===== src/ftt_pkg.sv =====
// Constants, types and helpers for the FP truncate-to-fixed unit
// Function
// - Long variant truncates the source to a 64-bit signed integer.
// - Word variant truncates the source to a 32-bit signed integer.
// - Result goes to the destination register unless a trap stops it.
// - Invalid when source is infinity, NaN or truncates out of range.
// - Invalid condition sets the invalid flag in the control register.
// - Invalid with its enable set: no write, exception at once.
// - Invalid with invalid and overflow enables clear writes the largest positive value.
// - Unit signals unusable, reserved, inexact, invalid, overflow, unimpl.
package ftt_pkg;

  // ==========================================================
  // Register map
  localparam logic [3:0] ADDR_CTRL   = 4'h0;
  localparam logic [3:0] ADDR_IST    = 4'h4;
  localparam logic [3:0] ADDR_IMASK  = 4'h8;
  localparam logic [3:0] ADDR_RES_LO = 4'hC;
  localparam logic [3:0] ADDR_RES_HI = 4'hD;

  // ==========================================================
  // Control register fields
  localparam int F_INX   = 0;
  localparam int F_OVF   = 1;
  localparam int F_INV   = 2;
  localparam int F_UNIMP = 3;
  localparam int FLAG_LSB  = 0;
  localparam int EN_LSB    = 8;
  localparam int CAUSE_LSB = 16;
  localparam logic [3:0] FLAG_RST = 4'h0;
  localparam logic [3:0] EN_RST   = 4'h0;

  // ==========================================================
  // Interrupt events
  localparam int EV_DONE = 0;
  localparam int EV_INV  = 1;
  localparam int EV_TRAP = 2;
  localparam logic [2:0] IST_RST   = 3'h0;
  localparam logic [2:0] IMASK_RST = 3'h0;

  // ==========================================================
  // Source formats and exception codes
  localparam logic [4:0] FMT_S = 5'h00;
  localparam logic [4:0] FMT_D = 5'h01;
  localparam logic [2:0] EXC_NONE = 3'h0;
  localparam logic [2:0] EXC_CPU  = 3'h1;
  localparam logic [2:0] EXC_RI   = 3'h2;
  localparam logic [2:0] EXC_FPE  = 3'h3;

  // ==========================================================
  // Float layout
  localparam logic signed [12:0] BIAS_S = 13'sh007F;
  localparam logic signed [12:0] BIAS_D = 13'sh03FF;
  localparam logic [6:0] LIM_L = 7'h3F;
  localparam logic [6:0] LIM_W = 7'h1F;
  localparam logic [6:0] FIX_SH = 7'h0C;

  typedef enum logic [1:0] {
    ST_IDLE = 2'b01,
    ST_CALC = 2'b10
  } ftt_state_e;

  // Largest positive value of the target width
  function automatic logic [63:0] ftt_sat_max(input logic is_long);
    ftt_sat_max = is_long ? 64'h7FFFFFFFFFFFFFFF : 64'h000000007FFFFFFF;
  endfunction

endpackage


===== src/ftt_trunc_core.sv =====
// Combinational float to fixed conversion, rounding toward zero
`timescale 1ns/1ns
module ftt_trunc_core
  import ftt_pkg::*;
(
  input  wire logic        to_long_i,
  input  wire logic        dbl_i,
  input  wire logic [63:0] opnd_i,
  output logic [63:0]      value_o,
  output logic             invalid_o,
  output logic             overflow_o,
  output logic             inexact_o
);

  logic               sgn;
  logic               nan_inf;
  logic [52:0]        man;
  logic signed [12:0] ue;
  logic [6:0]         lim;
  logic [127:0]       fx;
  logic [63:0]        mag;
  logic [63:0]        edge_v;
  logic               frac;
  logic               big;

  // ==========================================================
  // Field extraction
  // single or double
  always_comb
  begin
    if (dbl_i)
    begin
      sgn     = opnd_i[63];
      nan_inf = &opnd_i[62:52];
      man     = {(opnd_i[62:52] != 11'h000), opnd_i[51:0]};
      ue      = $signed({2'h0, opnd_i[62:52]}) - BIAS_D;
    end
    else
    begin
      sgn     = opnd_i[31];
      nan_inf = &opnd_i[30:23];
      man     = {(opnd_i[30:23] != 8'h00), opnd_i[22:0], 29'h0};
      ue      = $signed({5'h00, opnd_i[30:23]}) - BIAS_S;
    end
  end

  // ==========================================================
  // Truncation and range check
  always_comb
  begin
    lim    = to_long_i ? LIM_L : LIM_W;
    edge_v = 64'h1 << lim;
    fx     = 128'h0;
    mag    = 64'h0;
    frac   = 1'b0;
    big    = 1'b0;
    if (ue < 0)
      frac = |man;
    else if (ue > $signed({6'h00, lim}))
      big = 1'b1;
    else
    begin
      // Value times 2^64: integer part high, fraction low
      fx   = {75'h0, man} << (ue[6:0] + FIX_SH);
      mag  = fx[127:64];
      frac = |fx[63:0];
      // only the negative edge value fits
      big  = (mag >= edge_v) && !(sgn && mag == edge_v);
    end
  end

  // ==========================================================
  // Result and conditions
  always_comb
  begin
    invalid_o  = nan_inf || big;
    overflow_o = big && !nan_inf;
    inexact_o  = frac && !invalid_o;
    if (invalid_o)
      value_o = ftt_sat_max(to_long_i);
    else if (to_long_i)
      value_o = sgn ? 64'(-mag) : mag;
    else
      value_o = {32'h0, sgn ? 32'(-mag[31:0]) : mag[31:0]};
  end

endmodule


===== src/ftt_unit.sv =====
// FP truncate-to-fixed unit with register file and control registers
//
// Chosen here: the register addresses and the strobed register port.
`timescale 1ns/1ns
module ftt_unit
  import ftt_pkg::*;
(
  input  wire logic        clk_i,
  input  wire logic        rstn_i,
  input  wire logic        op_valid_i,
  input  wire logic        op_long_i,
  input  wire logic [4:0]  op_fmt_i,
  input  wire logic [4:0]  source_fp_reg_i,
  input  wire logic [4:0]  dest_fp_reg_i,
  input  wire logic        cop_usable_i,
  input  wire logic        fr64_mode_i,
  input  wire logic        rf_load_i,
  input  wire logic [4:0]  rf_load_idx_i,
  input  wire logic [63:0] rf_load_data_i,
  input  wire logic [3:0]  reg_addr_i,
  input  wire logic [31:0] reg_wdata_i,
  input  wire logic        reg_we_i,
  input  wire logic        reg_re_i,
  output logic [31:0]      reg_rdata_o,
  output logic             busy_o,
  output logic             done_o,
  output logic             exc_o,
  output logic [2:0]       exc_code_o,
  output logic [63:0]      result_o,
  output logic             irq_o
);

  ftt_state_e  state;
  ftt_state_e  next_state;
  logic [63:0] fp_register [32];
  logic [63:0] opnd_q;
  logic        long_q;
  logic        dbl_q;
  logic [4:0]  dst_q;
  logic        cu_bad_q;
  logic        ri_q;
  logic        unimp_q;
  logic [3:0]  flags;
  logic [3:0]  en;
  logic [3:0]  cause;
  logic [2:0]  ist;
  logic [2:0]  imask;
  logic [63:0] core_val;
  logic        core_inv;
  logic        core_ovf;
  logic        core_inx;
  logic        accept;
  logic        calc;
  logic [3:0]  next_cause;
  logic        trap;
  logic        do_wr;
  logic [2:0]  next_code;
  logic [2:0]  ev;
  logic        wr_ctrl;
  logic        wr_ist;
  logic        wr_imask;

  ftt_trunc_core u_core (
    .to_long_i  (long_q),
    .dbl_i      (dbl_q),
    .opnd_i     (opnd_q),
    .value_o    (core_val),
    .invalid_o  (core_inv),
    .overflow_o (core_ovf),
    .inexact_o  (core_inx)
  );

  // ==========================================================
  // Issue and sequencing
  assign accept = (state == ST_IDLE) && op_valid_i;
  assign calc   = (state == ST_CALC);

  always_comb
  begin
    case (state)
      ST_IDLE: next_state = op_valid_i ? ST_CALC : ST_IDLE;
      ST_CALC: next_state = ST_IDLE;
      default: next_state = ST_IDLE;
    endcase
  end

  always_ff @(posedge clk_i or negedge rstn_i)
  begin
    if (!rstn_i)
    begin
      state  <= ST_IDLE;
      busy_o <= 1'b0;
    end
    else
    begin
      state  <= next_state;
      busy_o <= (next_state == ST_CALC);
    end
  end

  // Operand capture at issue
  always_ff @(posedge clk_i or negedge rstn_i)
  begin
    if (!rstn_i)
    begin
      opnd_q   <= 64'h0;
      long_q   <= 1'b0;
      dbl_q    <= 1'b0;
      dst_q    <= 5'h00;
      cu_bad_q <= 1'b0;
      ri_q     <= 1'b0;
      unimp_q  <= 1'b0;
    end
    else if (accept)
    begin
      opnd_q   <= fp_register[source_fp_reg_i];
      long_q   <= op_long_i;
      dbl_q    <= (op_fmt_i == FMT_D);
      dst_q    <= dest_fp_reg_i;
      cu_bad_q <= !cop_usable_i;
      ri_q     <= (op_fmt_i != FMT_S) && (op_fmt_i != FMT_D);
      // Long form needs the 32-register mode
      unimp_q  <= op_long_i && !fr64_mode_i;
    end
  end

  // ==========================================================
  // Exception decision
  always_comb
  begin
    next_cause = 4'h0;
    next_code  = EXC_NONE;
    if (!cu_bad_q && !ri_q)
    begin
      next_cause[F_UNIMP] = unimp_q;
      if (!unimp_q)
      begin
        next_cause[F_INV] = core_inv;
        next_cause[F_OVF] = core_ovf;
        next_cause[F_INX] = core_inx;
      end
    end
    if (cu_bad_q)
      next_code = EXC_CPU;
    else if (ri_q)
      next_code = EXC_RI;
    else if (unimp_q || |(next_cause & en))
      next_code = EXC_FPE;
    trap  = (next_code != EXC_NONE);
    do_wr = calc && !trap;
  end

  // ==========================================================
  // Register file: writeback wins over a load
  always_ff @(posedge clk_i)
  begin
    if (do_wr)
      fp_register[dst_q] <= core_val;
    else if (rf_load_i)
      fp_register[rf_load_idx_i] <= rf_load_data_i;
  end

  // Completion outputs
  always_ff @(posedge clk_i or negedge rstn_i)
  begin
    if (!rstn_i)
    begin
      done_o     <= 1'b0;
      exc_o      <= 1'b0;
      exc_code_o <= EXC_NONE;
      result_o   <= 64'h0;
    end
    else
    begin
      done_o     <= calc;
      exc_o      <= calc && trap;
      exc_code_o <= calc ? next_code : EXC_NONE;
      if (calc)
        result_o <= core_val;
    end
  end

  // ==========================================================
  // Control and status register
  assign wr_ctrl  = reg_we_i && (reg_addr_i == ADDR_CTRL);
  assign wr_ist   = reg_we_i && (reg_addr_i == ADDR_IST);
  assign wr_imask = reg_we_i && (reg_addr_i == ADDR_IMASK);

  // Sticky flags: hardware set wins over a write
  // inexact, overflow, invalid and unimplemented flags
  always_ff @(posedge clk_i or negedge rstn_i)
  begin
    if (!rstn_i)
      flags <= FLAG_RST;
    else
      flags <= (wr_ctrl ? reg_wdata_i[FLAG_LSB +: 4] : flags)
               | (calc ? next_cause : 4'h0);
  end

  always_ff @(posedge clk_i or negedge rstn_i)
  begin
    if (!rstn_i)
      en <= EN_RST;
    else if (wr_ctrl)
      en <= reg_wdata_i[EN_LSB +: 4];
  end

  always_ff @(posedge clk_i or negedge rstn_i)
  begin
    if (!rstn_i)
      cause <= 4'h0;
    else if (calc)
      cause <= next_cause;
  end

  // ==========================================================
  // Interrupts
  assign ev = calc ? {trap, next_cause[F_INV], 1'b1} : 3'h0;

  always_ff @(posedge clk_i or negedge rstn_i)
  begin
    if (!rstn_i)
      ist <= IST_RST;
    else
      ist <= (ist & ~(wr_ist ? reg_wdata_i[2:0] : 3'h0)) | ev;
  end

  always_ff @(posedge clk_i or negedge rstn_i)
  begin
    if (!rstn_i)
      imask <= IMASK_RST;
    else if (wr_imask)
      imask <= reg_wdata_i[2:0];
  end

  always_ff @(posedge clk_i or negedge rstn_i)
  begin
    if (!rstn_i)
      irq_o <= 1'b0;
    else
      irq_o <= |(ist & imask);
  end

  // ==========================================================
  // Read port
  always_ff @(posedge clk_i or negedge rstn_i)
  begin
    if (!rstn_i)
      reg_rdata_o <= 32'h0;
    else if (!reg_re_i)
      reg_rdata_o <= 32'h0;
    else
      case (reg_addr_i)
        ADDR_CTRL:   reg_rdata_o <= {12'h0, cause, 4'h0, en,
                                     4'h0, flags};
        ADDR_IST:    reg_rdata_o <= {29'h0, ist};
        ADDR_IMASK:  reg_rdata_o <= {29'h0, imask};
        ADDR_RES_LO: reg_rdata_o <= result_o[31:0];
        ADDR_RES_HI: reg_rdata_o <= result_o[63:32];
        default:     reg_rdata_o <= 32'h0;
      endcase
  end
endmodule


===== config.mk =====
export PLATFORM = sky130hd
export DESIGN_NAME = ftt_unit
export DESIGN_NICKNAME = d
export VERILOG_FILES = /design/src/ftt_pkg.sv /design/src/ftt_trunc_core.sv /design/src/ftt_unit.sv
export SDC_FILE = /design/constraint.sdc
export NUM_CORES = 2
export LEC_CHECK = 0
export ABC_CLOCK_PERIOD_IN_PS = 14100
export BUFFER_PORTS_ARGS = -buffer_cell sky130_fd_sc_hd__buf_2
export CORE_UTILIZATION = 35
export DETAILED_ROUTE_END_ITERATION = 8
export PLACE_DENSITY = 0.49
export SLEW_MARGIN = 20
export SYNTH_ARGS = -nofsm -noshare
export SYNTH_HDL_FRONTEND = slang
export SYNTH_SLANG_ARGS = --single-unit

===== constraint.sdc =====
create_clock -name clk_i -period 14.1 [get_ports clk_i]
set_input_delay 0.705 -clock clk_i [delete_from_list [all_inputs] [get_ports clk_i]]
set_output_delay 0.705 -clock clk_i [all_outputs]
set_load 0.005 [all_outputs]

# Word-level counts from Yosys, hierarchy flattened
# Memory sizes are Yosys's and may differ from the RTL's. A register that Yosys moved wholly into a read port is not among the register bits.
# Cells that the tools add are included.
dict set report totals {
  regBits 133
  mem_bits_rw 2048
  input_bits 129
  output_inout_bits 103
  wordCells 120
  memories 1
}
# memory depth word_bits read_ports rd_clocked_by_memory_dff write_ports line
set mem_list {}
lappend mem_list {fp_register 32 64 1 1 1 ftt_unit.sv:35} ;# logic [63:0] fp_register [32];
dict set report classes {
  add_sub_neg 5
  order_cmp 3
  eq_ne 10
  shifts 2
  n_mux 38
  bitwise_logic 6
  n_reduce_logical 36
}
# cell count
set op_table {}
lappend op_table {{$mux 64} 6}
lappend op_table {{$pmux 32 s5} 1}
lappend op_table {{$reduce_or 64->1} 2}
lappend op_table {{$shl 53x7->128} 1}
lappend op_table {{$eq 64x64->1} 1}
lappend op_table {{$ge 64x64->1} 1}
lappend op_table {{$mux 32} 2}
lappend op_table {{$neg 64->64} 1}
lappend op_table {{$shl 1x7->64 const A} 1}
lappend op_table {{$mux 63} 1}
lappend op_table {{$mux 53} 1}
lappend op_table {{$reduce_or 53->1} 1}
lappend op_table {{$neg 32->32} 1}
lappend op_table {{$gt 13x7->1} 1}
lappend op_table {{$logic_and 1x1->1} 13}
lappend op_table {{$lt 13x1->1 const B} 1}
lappend op_table {{$mux 13} 1}
lappend op_table {{$eq 4x4->1 const B} 3}
lappend op_table {{$mux 1} 12}
lappend op_table {{$mux 3} 4}
lappend op_table {{$mux 4} 3}
lappend op_table {{$sub 11x10->12 const B} 1}
lappend op_table {{$reduce_and 11->1} 1}
lappend op_table {{$reduce_bool 11->1} 1}
lappend op_table {{24 further kinds} 39}

# Logic depth before layout (Yosys ltp)
dict set report depth {
  ltp_word 28
  ltp_mapped 34
  depth_no_buf 25
}

# Cells and area by module
# From an unflattened synthesis, not the netlist that was laid out.
dict set report hier_totals {
  cells_unflattened 5404
  hier_area_um2 95601.7
}
# mod instances cells_each area_each_um2 seq_area_each_um2
set modules_own_cells {}
lappend modules_own_cells {ftt_unit 1 3915 85356.9 66379.9}
lappend modules_own_cells {ftt_trunc_core 1 1489 10244.8 0.0}

# Worst setup path before layout
# Ideal clock, no wire load.
dict set report synth_timing {
  kind {reg2reg}
  from {reg opnd_q[24] (read register of fp_register)}
  to {mem fp_register[22][0], enable pin}
  setup_ps 514
  arrival_time_ps 10003
  required_ps 13586
  slack_ps 3583
  path_stages_with_launch 31
  n_path_buf 6
  synth_period_minus_slack_ps 10517
  cell_sequence {dfrtp_1 -> ha_1 -> xnor2_2 -> mux2i_4 -> inv_4 -> buf_4 -> buf_2 -> buf_2 -> ha_1 -> xor2_1 -> xnor2_1 -> mux2i_2 -> clkbuf_1 -> mux4_2 -> a22oi_1 -> nor2_1 -> ha_1 -> inv_1 -> a21oi_1 -> a21oi_1 -> a221o_1 -> a211oi_1 -> o211ai_1 -> nor4_1 -> a21oi_1 -> o31ai_2 -> and3_1 -> or3_1 -> buf_2 -> buf_6 -> mux2i_1}
}
dict set report synth_via {
  elab_chain_len 28
  word_cells_on_any_way 44
  cone_classes {add/sub: 2; order compare: 3; eq/ne: 1; shift: 1; mux: 18; bitwise: 1; reduce/logical: 18}
}
# item line
set synth_rtl {}
lappend synth_rtl {{start, declared} ftt_unit.sv:36} ;# logic [63:0] opnd_q;
lappend synth_rtl {{parallel branches: the longest is 13 deep, another holds $ge 64x64->1} -}
lappend synth_rtl {{$mux 3 *} ftt_unit.sv:136} ;# if (!unimp_q)
lappend synth_rtl {{$mux 4 *} ftt_unit.sv:133} ;# if (!cu_bad_q && !ri_q)
lappend synth_rtl {{$and 4x4->4 *} ftt_unit.sv:147} ;# else if (unimp_q || |(next_cause & en))
lappend synth_rtl {{$reduce_or 4->1 *} ftt_unit.sv:147}
lappend synth_rtl {{$logic_or 1x1->1 *} ftt_unit.sv:147}
lappend synth_rtl {{$mux 2 *} ftt_unit.sv:147}
lappend synth_rtl {{$mux 2 *} ftt_unit.sv:145} ;# else if (ri_q)
lappend synth_rtl {{$mux 2 *} ftt_unit.sv:143} ;# if (cu_bad_q)
lappend synth_rtl {{$reduce_bool 3->1 *} ftt_unit.sv:149} ;# trap = (next_code != EXC_NONE);
lappend synth_rtl {{$logic_not 1->1 *} ftt_unit.sv:150} ;# do_wr = calc && !trap;
lappend synth_rtl {{$logic_and 1x1->1 *} ftt_unit.sv:150}
lappend synth_rtl {{$mux 1} ftt_unit.sv:157} ;# if (do_wr)
lappend synth_rtl {{$mux 1 (implied by the code)} ftt_unit.sv:160} ;# fp_register[rf_load_idx_i] <= rf_load_data_i;
lappend synth_rtl {{$reduce_or 64->1 (no source line)} -}
lappend synth_rtl {{$mux 5 (no source line) / $mux 1 (equally long branches)} -}
lappend synth_rtl {{end, declared} ftt_unit.sv:35}
# Mark *: on every way between the ends.

# Final worst setup path
dict set report layout_timing {
  from {reg opnd_q[52] (read register of fp_register)}
  to {mem fp_register[16][47], enable pin}
}
dict set report layout_via {
  elab_chain_len 28
  word_cells_on_any_way 44
  cone_classes {add/sub: 2; order compare: 3; eq/ne: 1; shift: 1; mux: 18; bitwise: 1; reduce/logical: 18}
}
# item line
set layout_rtl {}
lappend layout_rtl {{parallel branches: the longest is 13 deep, another holds $ge 64x64->1} -}
lappend layout_rtl {{$mux 3 *} ftt_unit.sv:136}
lappend layout_rtl {{$mux 4 *} ftt_unit.sv:133}
lappend layout_rtl {{$and 4x4->4 *} ftt_unit.sv:147}
lappend layout_rtl {{$reduce_or 4->1 *} ftt_unit.sv:147}
lappend layout_rtl {{$logic_or 1x1->1 *} ftt_unit.sv:147}
lappend layout_rtl {{$mux 2 *} ftt_unit.sv:147}
lappend layout_rtl {{$mux 2 *} ftt_unit.sv:145}
lappend layout_rtl {{$mux 2 *} ftt_unit.sv:143}
lappend layout_rtl {{$reduce_bool 3->1 *} ftt_unit.sv:149}
lappend layout_rtl {{$logic_not 1->1 *} ftt_unit.sv:150}
lappend layout_rtl {{$logic_and 1x1->1 *} ftt_unit.sv:150}
lappend layout_rtl {{$mux 1} ftt_unit.sv:157}
lappend layout_rtl {{$mux 1 (implied by the code)} ftt_unit.sv:160}
lappend layout_rtl {{$reduce_or 64->1 (no source line)} -}
lappend layout_rtl {{$mux 5 (no source line) / $mux 1 (equally long branches)} -}
# Marks and branches as above.

==> results.md <==
- Max Cap Viol: 0
- Placer Congestion: 0.932
- Commonest cells after routing, fill and taps aside: edfxtp_1, mux4_2, nand2_1
- Top_reg_cell synth: edfxtp_1
- Clk_skew: 70.0 ps
- Worst Tran Pin Value: 1290 ps
- Area of the core: 0.274 mm^2
- Post-DRT Antenna Nets: 0
- Worst setup EP type: flip-flop
- Commonest non-fill, non-tap cell in the layout: edfxtp_1
- Synth unique cells: 117
- Root Driver: clkbuf_16
- Post-synthesis sequential area ratio: 68.9%
- RSZ-0062 raised after global routing: no
- Fin. max-slew vios: 0
- Cell Rows: 192
- Post-DP HPWL: 192000 um
- Number of H-tree levels: 4
- Post_cts resized: 0
- Clk buf depth: 3
- Worst-path clk slew: 60 ps
- Layout area overhead: 14.2%
- Via density: 5.82
- Wire length of the first global-routing pass: 445000 um
- Vias in the first global route: 54000
- P_leak: 35.8 nW
- # IOs: 232
- CTS buffer count: 231
- Req. time, crit path: 14580 ps
- Synthesized instance count: 5211
- Die X: 527 um
- GRT Total Usage: 23.0%
- Min Clock Period, post-route: 10810 ps
- Post-CTS Repair Setup Buffers: 0
- # setup viols final: 0
- Design area: 0.110 mm^2
- Initial Utilization: 35.2%
- Arrival @ worst endpoint: 11280 ps
- FF+latch count, synth: 2243
- Final Hold Fails: 0
- Clock sinks: 2243
- F_max: 92.5 MHz
- Fill count: 24500
- Residual DRC: 0
- Crit path max fanout: 64
- Worst-Skew Late Latency: 890 ps
- Hold WC Path Type: input port to flip-flop
- I/O Buffers: 206
- Top Usage Layer GRT: met2
- Mapped Area: 0.0963 mm^2
- Grt met2 use: 37.7%
- Final #Nets: 5600
- Ys Warns: 0
- Initial antenna violation count: 21
- Mapped Avg Cell Area: 18.5 um^2
- Total vias in the final route: 53900
- Slew headroom: 13.1%
- Pwr Density: 186 mW/mm^2
- Startpoint types: flip-flop
- Global Route met1 Usage: 32.1%
- Congestion Overflow GR: 0
- Maximum vdd drop: 0.121 mV
- Final WL: 320000 um
- Status: completed
- WS Path Type: flip-flop to flip-flop
- CTS tree: yes
- Slowest cell on crit path: or3_4
- DRT iter0 DRCs: 5705
- First drt pass iteration count: 7
- Net count after synthesis: 5350
- Crit path top cell by count: buf_4
- Setup TNS: 0 ps
- Largest net degree at the start of global routing: 102
- Routing usage on met3: 3.08%
- Area of placed instances: 0.103 mm^2
- Die area: 0.277 mm^2
- Wire length per cell: 34.6 um
- Die H: 527 um
- Fin crit share: 76.6%
- Post-synth EDFFs: 2048
- Fraction of registers with async set/reset: 8.69%
- Share of cells above drive strength 1: 28.6%
- Crit-path max cell delay: 680 ps
-- worst max-delay path: cells and delay by family, from the launching register on --
family,cells,cell delay (ps)
buffers and inverters,9,3230
AOI/OAI and AO/OA,9,2030
xor gates and xnor gates,3,530
DFF,1,340
adders and majority gates,3,1160
muxes,3,1020
and+or+nand+nor,5,1660
-- synthesized netlist by cell type (34+ instances only) --
library cell / instances / share of area (%)
o21ai_0: 160 / 0.83
mux2i_1: 207 / 2.2
edfxtp_1: 2048 / 64
mux4_2: 660 / 15
nand3_1: 48 / 0.25
nor3_1: 50 / 0.26
inv_1: 42 / 0.16
dfrtp_1: 194 / 5.0
clkbuf_1: 193 / 0.75
mux2_2: 117 / 1.4
buf_1: 67 / 0.26
nand2_1: 308 / 1.2
nor2_1: 195 / 0.76
a21oi_1: 110 / 0.57
xnor2_1: 34 / 0.31
o22ai_1: 43 / 0.28
a31oi_1: 46 / 0.30
xor2_1: 37 / 0.34
mux2_4: 51 / 0.79
a22oi_1: 38 / 0.30
buf_2: 38 / 0.20
-- per-layer routing --
metal  up-vias  wire length, um
li1      22100                -
met1     29500           138000
met2      1883           155000
met3       402            18100
met4         4             8690
met5         -               27
-- through the flow --
step           setup WS (ps)  util (%)  hold slack [ps]  power (mW)  cells
2_1_floorplan           3580         -              409        11.8   5211
3_3_place_gp            3320      37.5              470        14.4   8816
3_5_place_dp            3390      37.5              473        14.5   8816
4_1_cts                 3400      40.2             2.04        20.5   9250
5_1_grt                 2800      40.2             48.7        21.1   9252
6_report                3290      40.2             79.2        20.4   9259
-- layout make-up --
type | instances | area (um^2) | area share, %
clock inverter | 130 | 1220 | 1.11
sequential | 2243 | 66400 | 60.4
multi-input combinational | 2592 | 28900 | 26.3
tap | 3589 | 4490 | 4.08
timing repair buffer | 347 | 2600 | 2.36
clock buffer | 303 | 6170 | 5.61
inverter | 46 | 181 | 0.165
antenna | 9 | 22.5 | 0.0205
-- cells by family after synthesis --
family	share of synthesized area (%)
adders and majority gates	0.130
xor gates and xnor gates	0.679
other	0.00389
muxes	19.8
and+or+nand+nor	3.81
buffers and inverters	1.70
AOI/OAI and AO/OA	4.94
DFF	68.9
-- report_power, final --
part / total [mW] / internal (mW) / switching, mW
clock: 5.98 / 3.34 / 2.63
combinational: 5.98 / 1.70 / 4.28
sequential: 8.47 / 8.18 / 0.285
total: 20.4 / 13.2 / 7.20
-- worst paths after layout --
kind                               from                  end  slack (ps)  depth (start not counted)
max in group asynchronous        rstn_i             dst_q[0]       12250                          3
max reg2reg                  opnd_q[52]  fp_register[16][47]        3290                         32
min in group asynchronous        rstn_i      reg_rdata_o[27]         470                          2
min                        cop_usable_i             cu_bad_q          80                          2
max                          opnd_q[52]  fp_register[16][47]        3290                         32
min reg2reg                  opnd_q[38]           opnd_q[38]         490                          2
-- sequential cells by signal, indices dropped and copies added (netlist names), 2 cells and up --
register and flops:
opnd_q 64, imask 3, dst_q 5, flags 4, fp_register 2048, cause 4
reg_rdata_o 32, result_o 64, exc_code_o 2, ist 3, en 4
-- timing repair --
action	in CTS	in global routing
endpoints found under the hold margin	85	0
endpoints found under the setup margin	0	0
hold buffers	1	0
No activity file was read; power rests on OpenSTA's default activity.
